`src/verilog/ssf_pkg.sv`:
```
// Functional notes
// (RULE_01) Random field reads one with generator or trap
// (RULE_02) Monitor sets trap bit once, early
// (RULE_03) Four-world version field in bits 55:52
// (RULE_04) Trap support field in bits 31:28
// (RULE_05) Route bit sends low-level granule faults up
// (RULE_06) Route bit zero without four-world support
// (RULE_07) Fault address bit 63 gives address space
// (RULE_08) Realm hypervisor faults: space bit zero
// (RULE_09) Non-secure hypervisor faults: space bit zero
// (RULE_10) Ordering-region access only with non-secure bit
// (RULE_11) Ordering regions only in non-secure space
// (RULE_12) Debug status bits 30:29 mirrored
// (RULE_13) Extension bit and select choose trace owner
// (RULE_14) Low select bit chooses trap scope
// (RULE_15) Ext one with select 0x reserved
package ssf_pkg;
   // ****************************************
   // Register map
   // ****************************************
   localparam logic [7:0] OFF_ISA_LO    = 8'h00;
   localparam logic [7:0] OFF_ISA_HI    = 8'h04;
   localparam logic [7:0] OFF_PFR0_LO   = 8'h08;
   localparam logic [7:0] OFF_PFR0_HI   = 8'h0c;
   localparam logic [7:0] OFF_PFR1_LO   = 8'h10;
   localparam logic [7:0] OFF_PFR1_HI   = 8'h14;
   localparam logic [7:0] OFF_HCFG_LO   = 8'h18;
   localparam logic [7:0] OFF_HCFG_HI   = 8'h1c;
   localparam logic [7:0] OFF_HFA_LO    = 8'h20;
   localparam logic [7:0] OFF_HFA_HI    = 8'h24;
   localparam logic [7:0] OFF_DCS_LO    = 8'h28;
   localparam logic [7:0] OFF_DCS_HI    = 8'h2c;
   localparam logic [7:0] OFF_MDC_LO    = 8'h30;
   localparam logic [7:0] OFF_MDC_HI    = 8'h34;
   localparam logic [7:0] OFF_MSC       = 8'h38;
   localparam logic [7:0] OFF_ISTAT     = 8'h3c;
   localparam logic [7:0] OFF_IMASK     = 8'h40;
   // ****************************************
   // Field positions, within the 32-bit word
   // ****************************************
   localparam int ISA_RND_LSB   = 28;
   localparam int PFR0_FW_LSB   = 20;
   localparam int PFR1_TRAP_LSB = 28;
   localparam int HCFG_GF_BIT   = 16;
   localparam int HFA_NS_BIT    = 31;
   localparam int DCS_MIR_LSB   = 29;
   localparam int MDC_EXT_BIT   = 26;
   localparam int MDC_SEL_LSB   = 24;
   localparam int MSC_NS_BIT    = 0;
   localparam int MSC_RANDOM_TRAP_BIT_BIT = 1;
   localparam int EV_FAULT      = 0;
   localparam int EV_TBTRAP     = 1;
   localparam int EV_LORDENY    = 2;
   localparam int EV_W          = 3;
   // ****************************************
   // Values
   // ****************************************
   localparam logic [3:0]  FIELD_ABSENT = 4'h0;
   localparam logic [3:0]  FIELD_V1     = 4'h1;
   localparam logic [31:0] RST_WORD     = 32'h0000_0000;
   typedef enum logic [1:0] {
      W_SECURE = 2'h0,
      W_NONSEC = 2'h1,
      W_REALM  = 2'h2,
      W_ROOT   = 2'h3
   } ssf_world_e;
   typedef enum logic [1:0] {
      APB_IDLE = 2'b01,
      APB_RESP = 2'b10
   } ssf_apb_e;
endpackage : ssf_pkg

```
`src/verilog/ssf_pol_if.sv`:
```
`timescale 1ns/1ns
interface ssf_pol_if import ssf_pkg::*; ();
   ssf_world_e cur_state;
   logic       ext;
   logic [1:0] sel;
   logic       tb_enabled;
   ssf_world_e owner;
   logic       prohibit;
   logic       trap_cond;
   modport core (output cur_state, ext, sel, tb_enabled, input owner, prohibit, trap_cond);
   modport pol  (input cur_state, ext, sel, tb_enabled, output owner, prohibit, trap_cond);
endinterface : ssf_pol_if

```
`src/verilog/ssf_top.sv`:
```
// The APB register port and the placing of the registers are this design's own decisions.
`timescale 1ns/1ns
module ssf_top import ssf_pkg::*; #(
   parameter bit HAS_RNG      = 1'b0,
   parameter bit HAS_RNG_TRAP = 1'b1,
   parameter bit HAS_FW       = 1'b1
) (
   input  wire logic        clk_sys,
   input  wire logic        srst,
   input  wire logic        psel,
   input  wire logic        penable,
   input  wire logic        pwrite,
   input  wire logic [7:0]  paddr,
   input  wire logic [31:0] pwdata,
   input  wire logic [3:0]  pstrb,
   output logic      [31:0] prdata,
   output logic             pready,
   output logic             pslverr,
   output logic             irq,
   input  wire logic [1:0]  cur_state,
   input  wire logic        gf_valid,
   input  wire logic        gf_low_el,
   input  wire logic [62:0] gf_ipa,
   input  wire logic        gf_ns_space,
   input  wire logic [1:0]  ext_dbg_bits,
   input  wire logic        tb_enabled,
   input  wire logic        tb_acc_req,
   input  wire logic        lor_acc_req,
   input  wire logic        lor_hit,
   input  wire logic        lor_pa_ns,
   output logic             route_to_hyp,
   output logic      [1:0]  fault_space,
   output logic             tb_prohibit,
   output logic             tb_trap,
   output logic             lor_access_ok,
   output logic             lor_region_apply
);
   // ****************************************
   // State
   // ****************************************
   typedef struct packed {
      ssf_apb_e         apb;
      logic             pready;
      logic [31:0]      prdata;
      logic             pslverr;
      logic             hcfg_gf;
      logic [63:0]      hfa;
      logic [1:0]       hfa_space;
      logic             mdc_ext;
      logic [1:0]       mdc_sel;
      logic             msc_ns;
      logic             msc_random_trap_bit;
      logic [1:0]       dcs_mir;
      logic [EV_W-1:0]  istat;
      logic [EV_W-1:0]  imask;
      logic             irq;
      logic             route;
      logic             tb_prohibit;
      logic             tb_trap;
      logic             lor_ok;
      logic             lor_apply;
   } ssf_regs_s;

   ssf_regs_s st_q;
   ssf_regs_s st_d;
   ssf_pol_if pif ();

   ssf_trace_pol u_pol (
      .pif (pif.pol)
   );

   assign pif.cur_state  = ssf_world_e'(cur_state);
   assign pif.ext        = st_q.mdc_ext;
   assign pif.sel        = st_q.mdc_sel;
   assign pif.tb_enabled = tb_enabled;

   // ****************************************
   // Helpers
   // ****************************************
   function automatic logic [31:0] ssf_merge(input logic [31:0] old, input logic [31:0] wd,
                                             input logic [3:0] strb);
      logic [31:0] res;
      res = old;
      for (int i = 0; i < 4; i++) begin
         if (strb[i]) begin
            res[i*8 +: 8] = wd[i*8 +: 8];
         end
      end
      return res;
   endfunction : ssf_merge

   function automatic logic [3:0] ssf_rnd_value(input logic random_trap_bit);
      logic [3:0] v;
      v = FIELD_ABSENT;
      if (HAS_RNG || (HAS_RNG_TRAP && random_trap_bit)) begin
         v = FIELD_V1; // RULE_01
      end
      return v;
   endfunction : ssf_rnd_value

   function automatic logic ssf_mapped(input logic [7:0] a);
      return (a <= OFF_IMASK) && (a[1:0] == 2'b00);
   endfunction : ssf_mapped

   // ****************************************
   // Read mux
   // ****************************************
   logic [31:0] rd_word;
   always_comb begin
      rd_word = RST_WORD;
      case (paddr)
         OFF_ISA_HI:  rd_word[ISA_RND_LSB +: 4] = ssf_rnd_value(st_q.msc_random_trap_bit);
         OFF_PFR0_HI: rd_word[PFR0_FW_LSB +: 4] = HAS_FW ? FIELD_V1 : FIELD_ABSENT;        // RULE_03
         OFF_PFR1_LO: rd_word[PFR1_TRAP_LSB +: 4] = HAS_RNG_TRAP ? FIELD_V1 : FIELD_ABSENT; // RULE_04
         OFF_HCFG_HI: rd_word[HCFG_GF_BIT] = st_q.hcfg_gf;
         OFF_HFA_LO:  rd_word = st_q.hfa[31:0];
         OFF_HFA_HI:  rd_word = st_q.hfa[63:32];
         OFF_DCS_LO:  rd_word[DCS_MIR_LSB +: 2] = st_q.dcs_mir;
         OFF_MDC_LO: begin
            rd_word[MDC_EXT_BIT]      = st_q.mdc_ext;
            rd_word[MDC_SEL_LSB +: 2] = st_q.mdc_sel;
         end
         OFF_MSC: begin
            rd_word[MSC_NS_BIT]    = st_q.msc_ns;
            rd_word[MSC_RANDOM_TRAP_BIT_BIT] = st_q.msc_random_trap_bit;
         end
         OFF_ISTAT:   rd_word[EV_W-1:0] = st_q.istat;
         OFF_IMASK:   rd_word[EV_W-1:0] = st_q.imask;
         default:     rd_word = RST_WORD;
      endcase
   end

   // ****************************************
   // Next state
   // ****************************************
   logic            wr_fire;
   logic [31:0]     wd;
   logic [EV_W-1:0] ev;
   logic            fault_route;

   always_comb begin
      st_d        = st_q;
      wr_fire     = st_q.pready && psel && penable && pwrite && !st_q.pslverr;
      wd          = RST_WORD;
      ev          = '0;
      fault_route = gf_valid && gf_low_el && st_q.hcfg_gf; // RULE_05
      // APB: one wait state, answer computed on the first access cycle
      case (st_q.apb)
         APB_IDLE: begin
            st_d.pready = 1'b0;
            if (psel && penable) begin
               st_d.apb     = APB_RESP;
               st_d.pready  = 1'b1;
               st_d.pslverr = !ssf_mapped(paddr);
               st_d.prdata  = (pwrite || !ssf_mapped(paddr)) ? RST_WORD : rd_word;
            end
         end
         APB_RESP: begin
            st_d.apb     = APB_IDLE;
            st_d.pready  = 1'b0;
            st_d.pslverr = 1'b0;
         end
         default: begin
            st_d.apb    = APB_IDLE;
            st_d.pready = 1'b0;
         end
      endcase
      if (wr_fire) begin
         case (paddr)
            OFF_HCFG_HI: begin
               wd           = ssf_merge({15'h0000, st_q.hcfg_gf, 16'h0000}, pwdata, pstrb);
               st_d.hcfg_gf = HAS_FW && wd[HCFG_GF_BIT]; // RULE_06
            end
            OFF_HFA_LO:  st_d.hfa[31:0]  = ssf_merge(st_q.hfa[31:0], pwdata, pstrb);
            OFF_HFA_HI:  st_d.hfa[63:32] = ssf_merge(st_q.hfa[63:32], pwdata, pstrb);
            OFF_MDC_LO: begin
               wd           = ssf_merge({5'h00, st_q.mdc_ext, st_q.mdc_sel, 24'h00_0000}, pwdata, pstrb);
               st_d.mdc_ext = HAS_FW && wd[MDC_EXT_BIT];
               st_d.mdc_sel = wd[MDC_SEL_LSB +: 2];
            end
            OFF_MSC: begin
               wd             = ssf_merge({30'h0000_0000, st_q.msc_random_trap_bit, st_q.msc_ns}, pwdata, pstrb);
               st_d.msc_ns    = wd[MSC_NS_BIT];
               // Trap bit should be set once before lower levels run
               st_d.msc_random_trap_bit = HAS_RNG_TRAP && wd[MSC_RANDOM_TRAP_BIT_BIT]; // RULE_02
            end
            OFF_ISTAT: begin
               wd         = ssf_merge(RST_WORD, pwdata, pstrb);
               st_d.istat = st_q.istat & ~wd[EV_W-1:0];
            end
            OFF_IMASK: begin
               wd         = ssf_merge({29'h0000_0000, st_q.imask}, pwdata, pstrb);
               st_d.imask = wd[EV_W-1:0];
            end
            default: wd = RST_WORD;
         endcase
      end
      // Fault capture wins over a software write in the same cycle
      st_d.route = fault_route;
      if (fault_route) begin
         ev[EV_FAULT]    = 1'b1;
         st_d.hfa[62:0]  = gf_ipa;
         st_d.hfa_space  = cur_state;
         if (ssf_world_e'(cur_state) == W_SECURE) begin
            st_d.hfa[63]   = gf_ns_space; // RULE_07
            st_d.hfa_space = gf_ns_space ? W_NONSEC : W_SECURE;
         end else begin
            // Realm and non-secure targets: bit reads zero, space is the target's own
            st_d.hfa[63] = 1'b0; // RULE_08 RULE_09
         end
      end
      st_d.dcs_mir     = ext_dbg_bits; // RULE_12
      st_d.tb_prohibit = pif.prohibit; // RULE_13
      st_d.tb_trap     = tb_acc_req && pif.trap_cond; // RULE_14
      ev[EV_TBTRAP]    = st_d.tb_trap;
      st_d.lor_ok      = lor_acc_req && st_q.msc_ns; // RULE_10
      ev[EV_LORDENY]   = lor_acc_req && !st_q.msc_ns;
      st_d.lor_apply   = lor_hit && lor_pa_ns; // RULE_11
      // A new event is never lost to a clear in the same cycle
      st_d.istat       = st_d.istat | ev;
      st_d.irq         = |(st_d.istat & st_d.imask);
   end

   always_ff @(posedge clk_sys) begin
      if (srst) begin
         st_q     <= '0;
         st_q.apb <= APB_IDLE;
      end else begin
         st_q <= st_d;
      end
   end

   // ****************************************
   // Outputs
   // ****************************************
   assign prdata           = st_q.prdata;
   assign pready           = st_q.pready;
   assign pslverr          = st_q.pslverr;
   assign irq              = st_q.irq;
   assign route_to_hyp     = st_q.route;
   assign fault_space      = st_q.hfa_space;
   assign tb_prohibit      = st_q.tb_prohibit;
   assign tb_trap          = st_q.tb_trap;
   assign lor_access_ok    = st_q.lor_ok;
   assign lor_region_apply = st_q.lor_apply;
endmodule : ssf_top

```
`src/verilog/ssf_trace_pol.sv`:
```
`timescale 1ns/1ns
module ssf_trace_pol import ssf_pkg::*; (
   ssf_pol_if.pol pif
);
   // ****************************************
   // Trace owner decode
   // ****************************************
   // Reserved ext=1, select 0x falls back to secure ownership
   always_comb begin
      if (pif.ext && pif.sel[1]) begin
         pif.owner = W_REALM; // RULE_13
      end else if (pif.sel[1]) begin
         pif.owner = W_NONSEC; // RULE_13
      end else begin
         pif.owner = W_SECURE; // RULE_15
      end
   end
   // Root never owns the buffer, so it is always a non-owner here
   assign pif.prohibit  = pif.tb_enabled && (pif.cur_state != pif.owner); // RULE_13
   assign pif.trap_cond = !pif.sel[0] || (pif.cur_state != pif.owner);    // RULE_14
endmodule : ssf_trace_pol
```
`config.mk`:
```
export PLATFORM = sky130hd
export DESIGN_NAME = ssf_top
export DESIGN_NICKNAME = d
export VERILOG_FILES = /design/src/verilog/ssf_pkg.sv /design/src/verilog/ssf_pol_if.sv /design/src/verilog/ssf_top.sv /design/src/verilog/ssf_trace_pol.sv
export SDC_FILE = /design/constraint.sdc
export NUM_CORES = 1
export LEC_CHECK = 0
export BUFFER_PORTS_ARGS = -buffer_cell sky130_fd_sc_hd__clkbuf_2
export CORE_AREA = 2 2 133 135
export CTS_CLUSTER_DIAMETER = 60
export DETAILED_ROUTE_END_ITERATION = 6
export DIE_AREA = 0 0 135 137
export PLACE_DENSITY = 0.69
export SLEW_MARGIN = 20
export SYNTH_ARGS = -nofsm -noshare
export SYNTH_HDL_FRONTEND = slang
export SYNTH_SLANG_ARGS = --single-unit
```
`constraint.sdc`:
```
create_clock -name clk_sys -period 4.74 [get_ports clk_sys]
set_input_delay 0.474 -clock clk_sys [delete_from_list [all_inputs] [get_ports clk_sys]]
set_output_delay 0.474 -clock clk_sys [all_outputs]
set_load 0.005 [all_outputs]
```
* Word-level counts from Yosys, hierarchy flattened
Cells that the tools add are included.
** Storage, ports and cells
- Word-level logic and storage cells :: 129
- Output and inout port bits :: 42
- Bits of input ports :: 124
- Register bits :: 122
** Operators by class
- $lt $le $gt $ge :: 1
- Reductions and logical operators :: 45
- Eq/ne operators :: 15
- Muxes and demuxes :: 36
- Bitwise operators :: 5
** Operators with widths (count)
- $mux 32 :: 3
- $mux 66 :: 1
- $mux 64 :: 1
- $eq 8x6->1 const B :: 6
- $mux 34 :: 1
- $reduce_and 3->1 :: 11
- $mux 8 :: 4
- $pmux 13 s2 :: 1
- $mux 3 :: 6
- $eq 8x5->1 const B :: 2
- $reduce_bool 2->1 :: 8
- $logic_and 1x1->1 :: 14
- $pmux 4 s3 :: 1
- $pmux 2 s5 :: 1
- $pmux 3 s3 :: 1
- $eq 8x3->1 const B :: 1
- $eq 8x4->1 const B :: 1
- $eq 8x7->1 const B :: 1
- $le 8x7->1 const B :: 1
- $pmux 1 s4 :: 2
- $pmux 2 s4 :: 1
- $and 3x3->3 :: 2
- $mux 6 :: 1
- $pmux 1 s3 :: 2
- other kinds (17) :: 29

* Depth between registers and ports, before layout
- Word-level depth :: 12
- Mapped depth :: 8

* Modules after synthesis
From an unflattened synthesis, not the netlist that was laid out.
** Second synthesis, totals
- Cell total of the unflattened synthesis :: 669
- Area, all modules :: 5908.2 um2
** Modules (own cells, without submodules)
- ssf_top :: times used 1, area an instance 5841.9 um2, cells each 662
- ssf_trace_pol :: times used 1, area an instance 66.3 um2, cells each 7

* Worst setup path after synthesis
No wires, ideal clock.
- Path type :: input -> register
- Start point :: in paddr[1]
- End point :: reg st_q[82] (netlist name)
- Slack :: 2.786 ns
- Required time :: 4.661 ns
- Stages :: 6
- Data arrival time :: 1.875 ns
- Library setup time :: 0.079 ns
- Cell sequence :: nor4_4 > nand4_4 > o21ai_4 > buf_6 > nor2_1 > a211oi_2
** On the way
- Word-level cells in the longest chain between the ends :: 3
** RTL lines
- start: declaration :: line ssf_top.sv:13 : input wire logic [7:0] paddr,
- $eq 8x6->1 :: line ssf_top.sv:169 : case (paddr)
- $reduce_bool 2->1 (no source line)
- $reduce_and 3->1 (no source line)
- end signal: assignment :: line ssf_top.sv:229 : st_q <= st_d;
- end: declaration :: line ssf_top.sv:64 : ssf_regs_s st_q;
Every way passes these cells.
A chain may end at the register's enable or synchronous reset.

* Worst setup path after layout
- Start point :: in paddr[2]
- End point :: reg st_q (netlist bit prdata[21])
** On the way
- Word-level cells in the longest chain between the ends :: 5
- Elaborated cells on any way between the ends :: 9
** RTL lines
- $le 8x7->1 :: line ssf_top.sv:102 : return (a <= OFF_IMASK) && (a[1:0] == 2'b00);
- $logic_and 1x1->1 :: line ssf_top.sv:102
- $logic_not 1->1 :: line ssf_top.sv:155 : st_d.prdata = (pwrite || !ssf_mapped(paddr)) ? RST_WORD : rd_word;
- $logic_or 1x1->1 :: line ssf_top.sv:155
- $mux 32 * :: line ssf_top.sv:155
Mark *: on every way between the ends. The rest lies on a longest branch, timed or not.

==> report_table.html <==
<table>
<tr><th>Metric</th><th>Value</th></tr>
<tr><th colspan="2">Status</th></tr>
<tr><td>Outcome</td><td>finished, final reports clean</td></tr>
<tr><th colspan="2">Drt</th></tr>
<tr><td>Aggregate routed wire length</td><td>16450 um</td></tr>
<tr><td>Post-DRT Antenna Nets</td><td>0</td></tr>
<tr><td>Number of iterations in the first detailed-routing pass</td><td>5</td></tr>
<tr><td>DR vias/cell</td><td>5.121</td></tr>
<tr><td>Residual DRC count</td><td>0</td></tr>
<tr><td>Total via count in the routed design</td><td>5131</td></tr>
<tr><td>DRC marker count from the first detailed-route iteration</td><td>283</td></tr>
<tr><td>Post-detailed-route wirelength per cell</td><td>16.41 um</td></tr>
<tr><th colspan="2">Worst setup path</th></tr>
<tr><td>Crit path buf inv count</td><td>2</td></tr>
<tr><td>Startpoint of the worst register-to-register path</td><td>st_q[121]</td></tr>
<tr><td>Largest fanout on the critical path</td><td>16</td></tr>
<tr><td>Cell type group with the largest total delay on the critical path</td><td>simple AND/OR/NAND/NOR gates</td></tr>
<tr><td>Number of cells on the critical path</td><td>7</td></tr>
<tr><td>Worst setup path endpoint</td><td>prdata[21]</td></tr>
<tr><td>Reg2reg setup slack</td><td>2580 ps</td></tr>
<tr><td>Slowest stage cell, crit path</td><td>sky130_fd_sc_hd__nor4_1</td></tr>
<tr><td>Startpoint of the most critical setup path</td><td>paddr[2]</td></tr>
<tr><td>Type of destination of the critical path</td><td>register</td></tr>
<tr><td>Endpoint arrival time on the critical path</td><td>2800 ps</td></tr>
<tr><td>Required time at the worst-slack endpoint</td><td>5080 ps</td></tr>
<tr><td>Critical path cell sequence</td><td>clkbuf_2 -&gt; o41ai_1 -&gt; nand4bb_1 -&gt; buf_4 -&gt; nor4_1 -&gt; a22oi_1 -&gt; nor2_1</td></tr>
<tr><td>Startpoint type of the worst setup path</td><td>input port</td></tr>
<tr><td>Class of the most critical setup path</td><td>in2reg</td></tr>
<tr><td>Max stage delay on crit path</td><td>610 ps</td></tr>
<tr><td>Endpoint of the most critical register-to-register path</td><td>prdata[21]</td></tr>
<tr><td>Cell depth of the worst flop-to-flop path</td><td>6</td></tr>
<tr><th colspan="2">Pwr</th></tr>
<tr><td>Power per cell area</td><td>364.0 nW/um^2</td></tr>
<tr><td>Share of total power in sequential cells</td><td>0.398</td></tr>
<tr><td>Peak ir drop on the vdd network</td><td>239.7 uV</td></tr>
<tr><td>Gate power share</td><td>0.055</td></tr>
<tr><td>Clock Power Share</td><td>0.546</td></tr>
<tr><td>Leakage power</td><td>2.655 nW</td></tr>
<tr><td>Internal power consumption</td><td>2.040 mW</td></tr>
<tr><td>Switching share of total power</td><td>0.2136</td></tr>
<tr><td>P_sw</td><td>0.5543 mW</td></tr>
<tr><th colspan="2">Clock network</th></tr>
<tr><td>Clock tree from TritonCTS</td><td>yes</td></tr>
<tr><td>Cts bufs inserted</td><td>17</td></tr>
<tr><td>Post-CTS Setup Repair Bufs</td><td>0</td></tr>
<tr><td>H-Tree Depth</td><td>4</td></tr>
<tr><td>Post-cts repair resize count</td><td>0</td></tr>
<tr><td>Num Clock Sinks</td><td>122</td></tr>
<tr><td>Number of hold buffers added after cts</td><td>0</td></tr>
<tr><td>CTS root buffer</td><td>sky130_fd_sc_hd__clkbuf_16</td></tr>
<tr><td>CTS clk-pin slew, worst paths</td><td>60 ps</td></tr>
<tr><td>Worst skew pair latency</td><td>420 ps</td></tr>
<tr><td>Worst-case clock buffer depth</td><td>2</td></tr>
<tr><th colspan="2">Layout</th></tr>
<tr><td>Storage cell area</td><td>2442 um^2</td></tr>
<tr><td>Leading cell type in the layout, fill and taps excluded</td><td>sky130_fd_sc_hd__clkbuf_2</td></tr>
<tr><td>Final Util</td><td>0.4179</td></tr>
<tr><td>Fraction of layout instances using a drive strength above 1</td><td>0.2999</td></tr>
<tr><td>NumNets Final</td><td>888</td></tr>
<tr><td>Number of inserted diodes</td><td>0</td></tr>
<tr><td>Area growth from synthesis to layout</td><td>20.98%</td></tr>
<tr><td>Count of filler cells inserted in the layout</td><td>1730</td></tr>
<tr><td>Leading cell types in the layout, fill and taps excluded</td><td>164 x sky130_fd_sc_hd__clkbuf_2, 122 x sky130_fd_sc_hd__dfxtp_1, 102 x sky130_fd_sc_hd__nor2_1, 69 x sky130_fd_sc_hd__a21oi_1, 55 x sky130_fd_sc_hd__a211oi_1</td></tr>
<tr><td>Footprint of the multi-input gates</td><td>2872 um^2</td></tr>
<tr><th colspan="2">Yosys</th></tr>
<tr><td>Sequential share of the synthesized area</td><td>0.4145</td></tr>
<tr><td>Number of synthesized flops with an enable pin</td><td>0</td></tr>
<tr><td>Post-synthesis instance area</td><td>5892 um^2</td></tr>
<tr><td>Async set-or-reset flop fraction in the synthesized netlist</td><td>0</td></tr>
<tr><td>Average cell area after synthesis</td><td>8.968 um^2</td></tr>
<tr><td>Gate Count Post-Synth</td><td>657</td></tr>
<tr><td>Main flop type after synthesis</td><td>sky130_fd_sc_hd__dfxtp_1</td></tr>
<tr><td>Number of register bits inferred by synthesis</td><td>122</td></tr>
<tr><td>Number of nets in the synthesized netlist</td><td>781</td></tr>
<tr><td>Distinct cells, synth</td><td>61</td></tr>
<tr><td>Synthesis Warnings</td><td>0</td></tr>
<tr><th colspan="2">Place</th></tr>
<tr><td>Dpl hpwl</td><td>11800 um</td></tr>
<tr><td>Global placer's final weighted congestion</td><td>0.8470</td></tr>
<tr><td>Port buffer count</td><td>165</td></tr>
<tr><th colspan="2">STA</th></tr>
<tr><td>Clk_skew</td><td>6.139 ps</td></tr>
<tr><td>Achievable clock frequency</td><td>407.8 MHz</td></tr>
<tr><td>Fin Hold WS</td><td>255.1 ps</td></tr>
<tr><td>RSZ-0062 raised after global routing</td><td>false</td></tr>
<tr><td>Final-layout setup total negative slack</td><td>0 ps</td></tr>
<tr><td>Headroom to the max-slew limit</td><td>0.4317</td></tr>
<tr><td>Max-slew violation count</td><td>0</td></tr>
<tr><td>Final hold vios</td><td>0</td></tr>
<tr><td>Period Utilization, post-route</td><td>0.5174</td></tr>
<tr><td>Measured slew at the worst slew-check pin</td><td>852.4 ps</td></tr>
<tr><td>Final critical path time including I/O delays and setup</td><td>2452 ps</td></tr>
<tr><td>Final Setup Violations</td><td>0</td></tr>
<tr><th colspan="2">Global route</th></tr>
<tr><td>GRT Overall Usage</td><td>0.1803</td></tr>
<tr><td>Largest net degree at the start of global routing</td><td>78</td></tr>
<tr><td>Total congestion overflow</td><td>0</td></tr>
<tr><td>First-pass GRT wire length</td><td>25510 um</td></tr>
<tr><td>Number of global-route vias before repair</td><td>4835</td></tr>
<tr><td>Initial antenna violation count</td><td>1</td></tr>
<tr><th colspan="2">Floorplan</th></tr>
<tr><td>Placeable Area</td><td>17060 um^2</td></tr>
<tr><td>Die width</td><td>135 um</td></tr>
<tr><td>I/O pin cnt</td><td>166</td></tr>
<tr><td>Effective utilization at floorplan</td><td>0.3454</td></tr>
<tr><td>Die Span Y</td><td>137 um</td></tr>
<tr><td>Die outline area</td><td>18500 um^2</td></tr>
<tr><td>Std cell rows</td><td>48</td></tr>
<tr><th colspan="2">Hold path</th></tr>
<tr><td>Path category of the worst min-delay check</td><td>in2reg</td></tr>
<tr><td>Hold path depth</td><td>3</td></tr>
<tr><th colspan="2">Flow run</th></tr>
<tr><td>Max_cap viols</td><td>0</td></tr>
</table>
layout make-up:
class,instances,share of cell area
multi-input cells,447,0.4028
flip-flops and latches,122,0.3426
repair buffers,170,0.1215
clock buffers,21,0.06319
well taps,225,0.03949
clock inverters,11,0.02721
inverters,6,0.003160
layer usage:
| metal | vias to the layer above | GRT usage | share of wire |
|---|---|---|---|
| li1 | 2587 | - | - |
| met1 | 2360 | 0.2400 | 0.46 |
| met2 | 160 | 0.2814 | 0.46 |
| met3 | 22 | 0.04667 | 0.067 |
| met4 | 2 | 0.06713 | 0.018 |
| met5 | - | 0 | 0.00079 |
cell families (layout without fill, tap and decap cells):
| logic type | count (synthesis) | count (layout) | share of synthesized area |
|---|---|---|---|
| compound gates | 220 | 220 | 0.2773 |
| simple gates | 214 | 214 | 0.1858 |
| flops | 122 | 122 | 0.4145 |
| buf+inv | 88 | 208 | 0.09917 |
| mux | 13 | 13 | 0.02315 |
state kept, by name (all words and copies together) (netlist names), 2 cells and up:
signal and count:
pif.sel 2, fault_space 2, prdata 32, st_q 77
power groups by stage:
stage / clock network [mW] / logic (mW) / registers, mW
global route: 1.49 / 0.159 / 1.03
finish: 1.42 / 0.144 / 1.03
global placement: 0 / 0.142 / 1.06
floorplan: 0 / 0.0710 / 1.06
detailed placement: 0 / 0.144 / 1.06
CTS: 1.44 / 0.145 / 1.03
metrics by stage:
step | total power, mW | setup WS (ps) | instances | instance area [um^2]
2_1_floorplan | 1.126 | 2786 | 657 | 5892
3_3_place_gp | 1.198 | 1933 | 970 | 6484
3_5_place_dp | 1.200 | 1871 | 970 | 6484
4_1_cts | 2.622 | 2323 | 1002 | 7128
5_1_grt | 2.683 | 2087 | 1002 | 7128
6_report | 2.595 | 2288 | 1002 | 7128
cells in the mapped netlist, drive strengths merged, types with 2 or more instances:
| cell | number | area [um^2] |
|---|---|---|
| nand2 | 24 | 90.09 |
| buf | 56 | 437.9 |
| a211oi | 63 | 513.0 |
| nand4 | 2 | 27.53 |
| a221o | 2 | 20.02 |
| and4 | 2 | 18.77 |
| a22oi | 24 | 180.2 |
| nor2 | 102 | 382.9 |
| nor3 | 9 | 45.04 |
| and3 | 6 | 38.79 |
| o21ai | 15 | 165.2 |
| or2 | 2 | 12.52 |
| a311oi | 4 | 35.03 |
| a22o | 5 | 43.79 |
| mux2 | 5 | 56.30 |
| dfxtp | 122 | 2442 |
| a32oi | 2 | 17.52 |
| nor2b | 8 | 50.05 |
| nand3 | 9 | 57.56 |
| o21ba | 2 | 20.02 |
| and2 | 34 | 214.0 |
| a221oi | 2 | 17.52 |
| a21oi | 69 | 345.3 |
| nor4 | 4 | 55.05 |
| a2bb2oi | 18 | 157.7 |
| a222oi | 3 | 30.03 |
| clkbuf | 25 | 115.1 |
| nor4b | 4 | 41.29 |
| inv | 6 | 22.52 |
| nand2b | 4 | 25.02 |
| o2bb2ai | 2 | 17.52 |
| mux2i | 8 | 80.08 |
| o22ai | 2 | 12.51 |
worst min-delay path: stages:
cell	delay, ps
sky130_fd_sc_hd__clkbuf_2	80
sky130_fd_sc_hd__nand2_1	40
sky130_fd_sc_hd__nor2_1	30
worst min-delay path by stage:
stage,start,endpoint
after floorplan,prdata[16],prdata[16]
after global placement,prdata[25],prdata[25]
after detailed placement,prdata[24],prdata[24]
after CTS,lor_pa_ns,lor_region_apply
after global routing,lor_pa_ns,lor_region_apply
final,lor_pa_ns,lor_region_apply
Note: power is estimated with default switching activity, not from simulation.
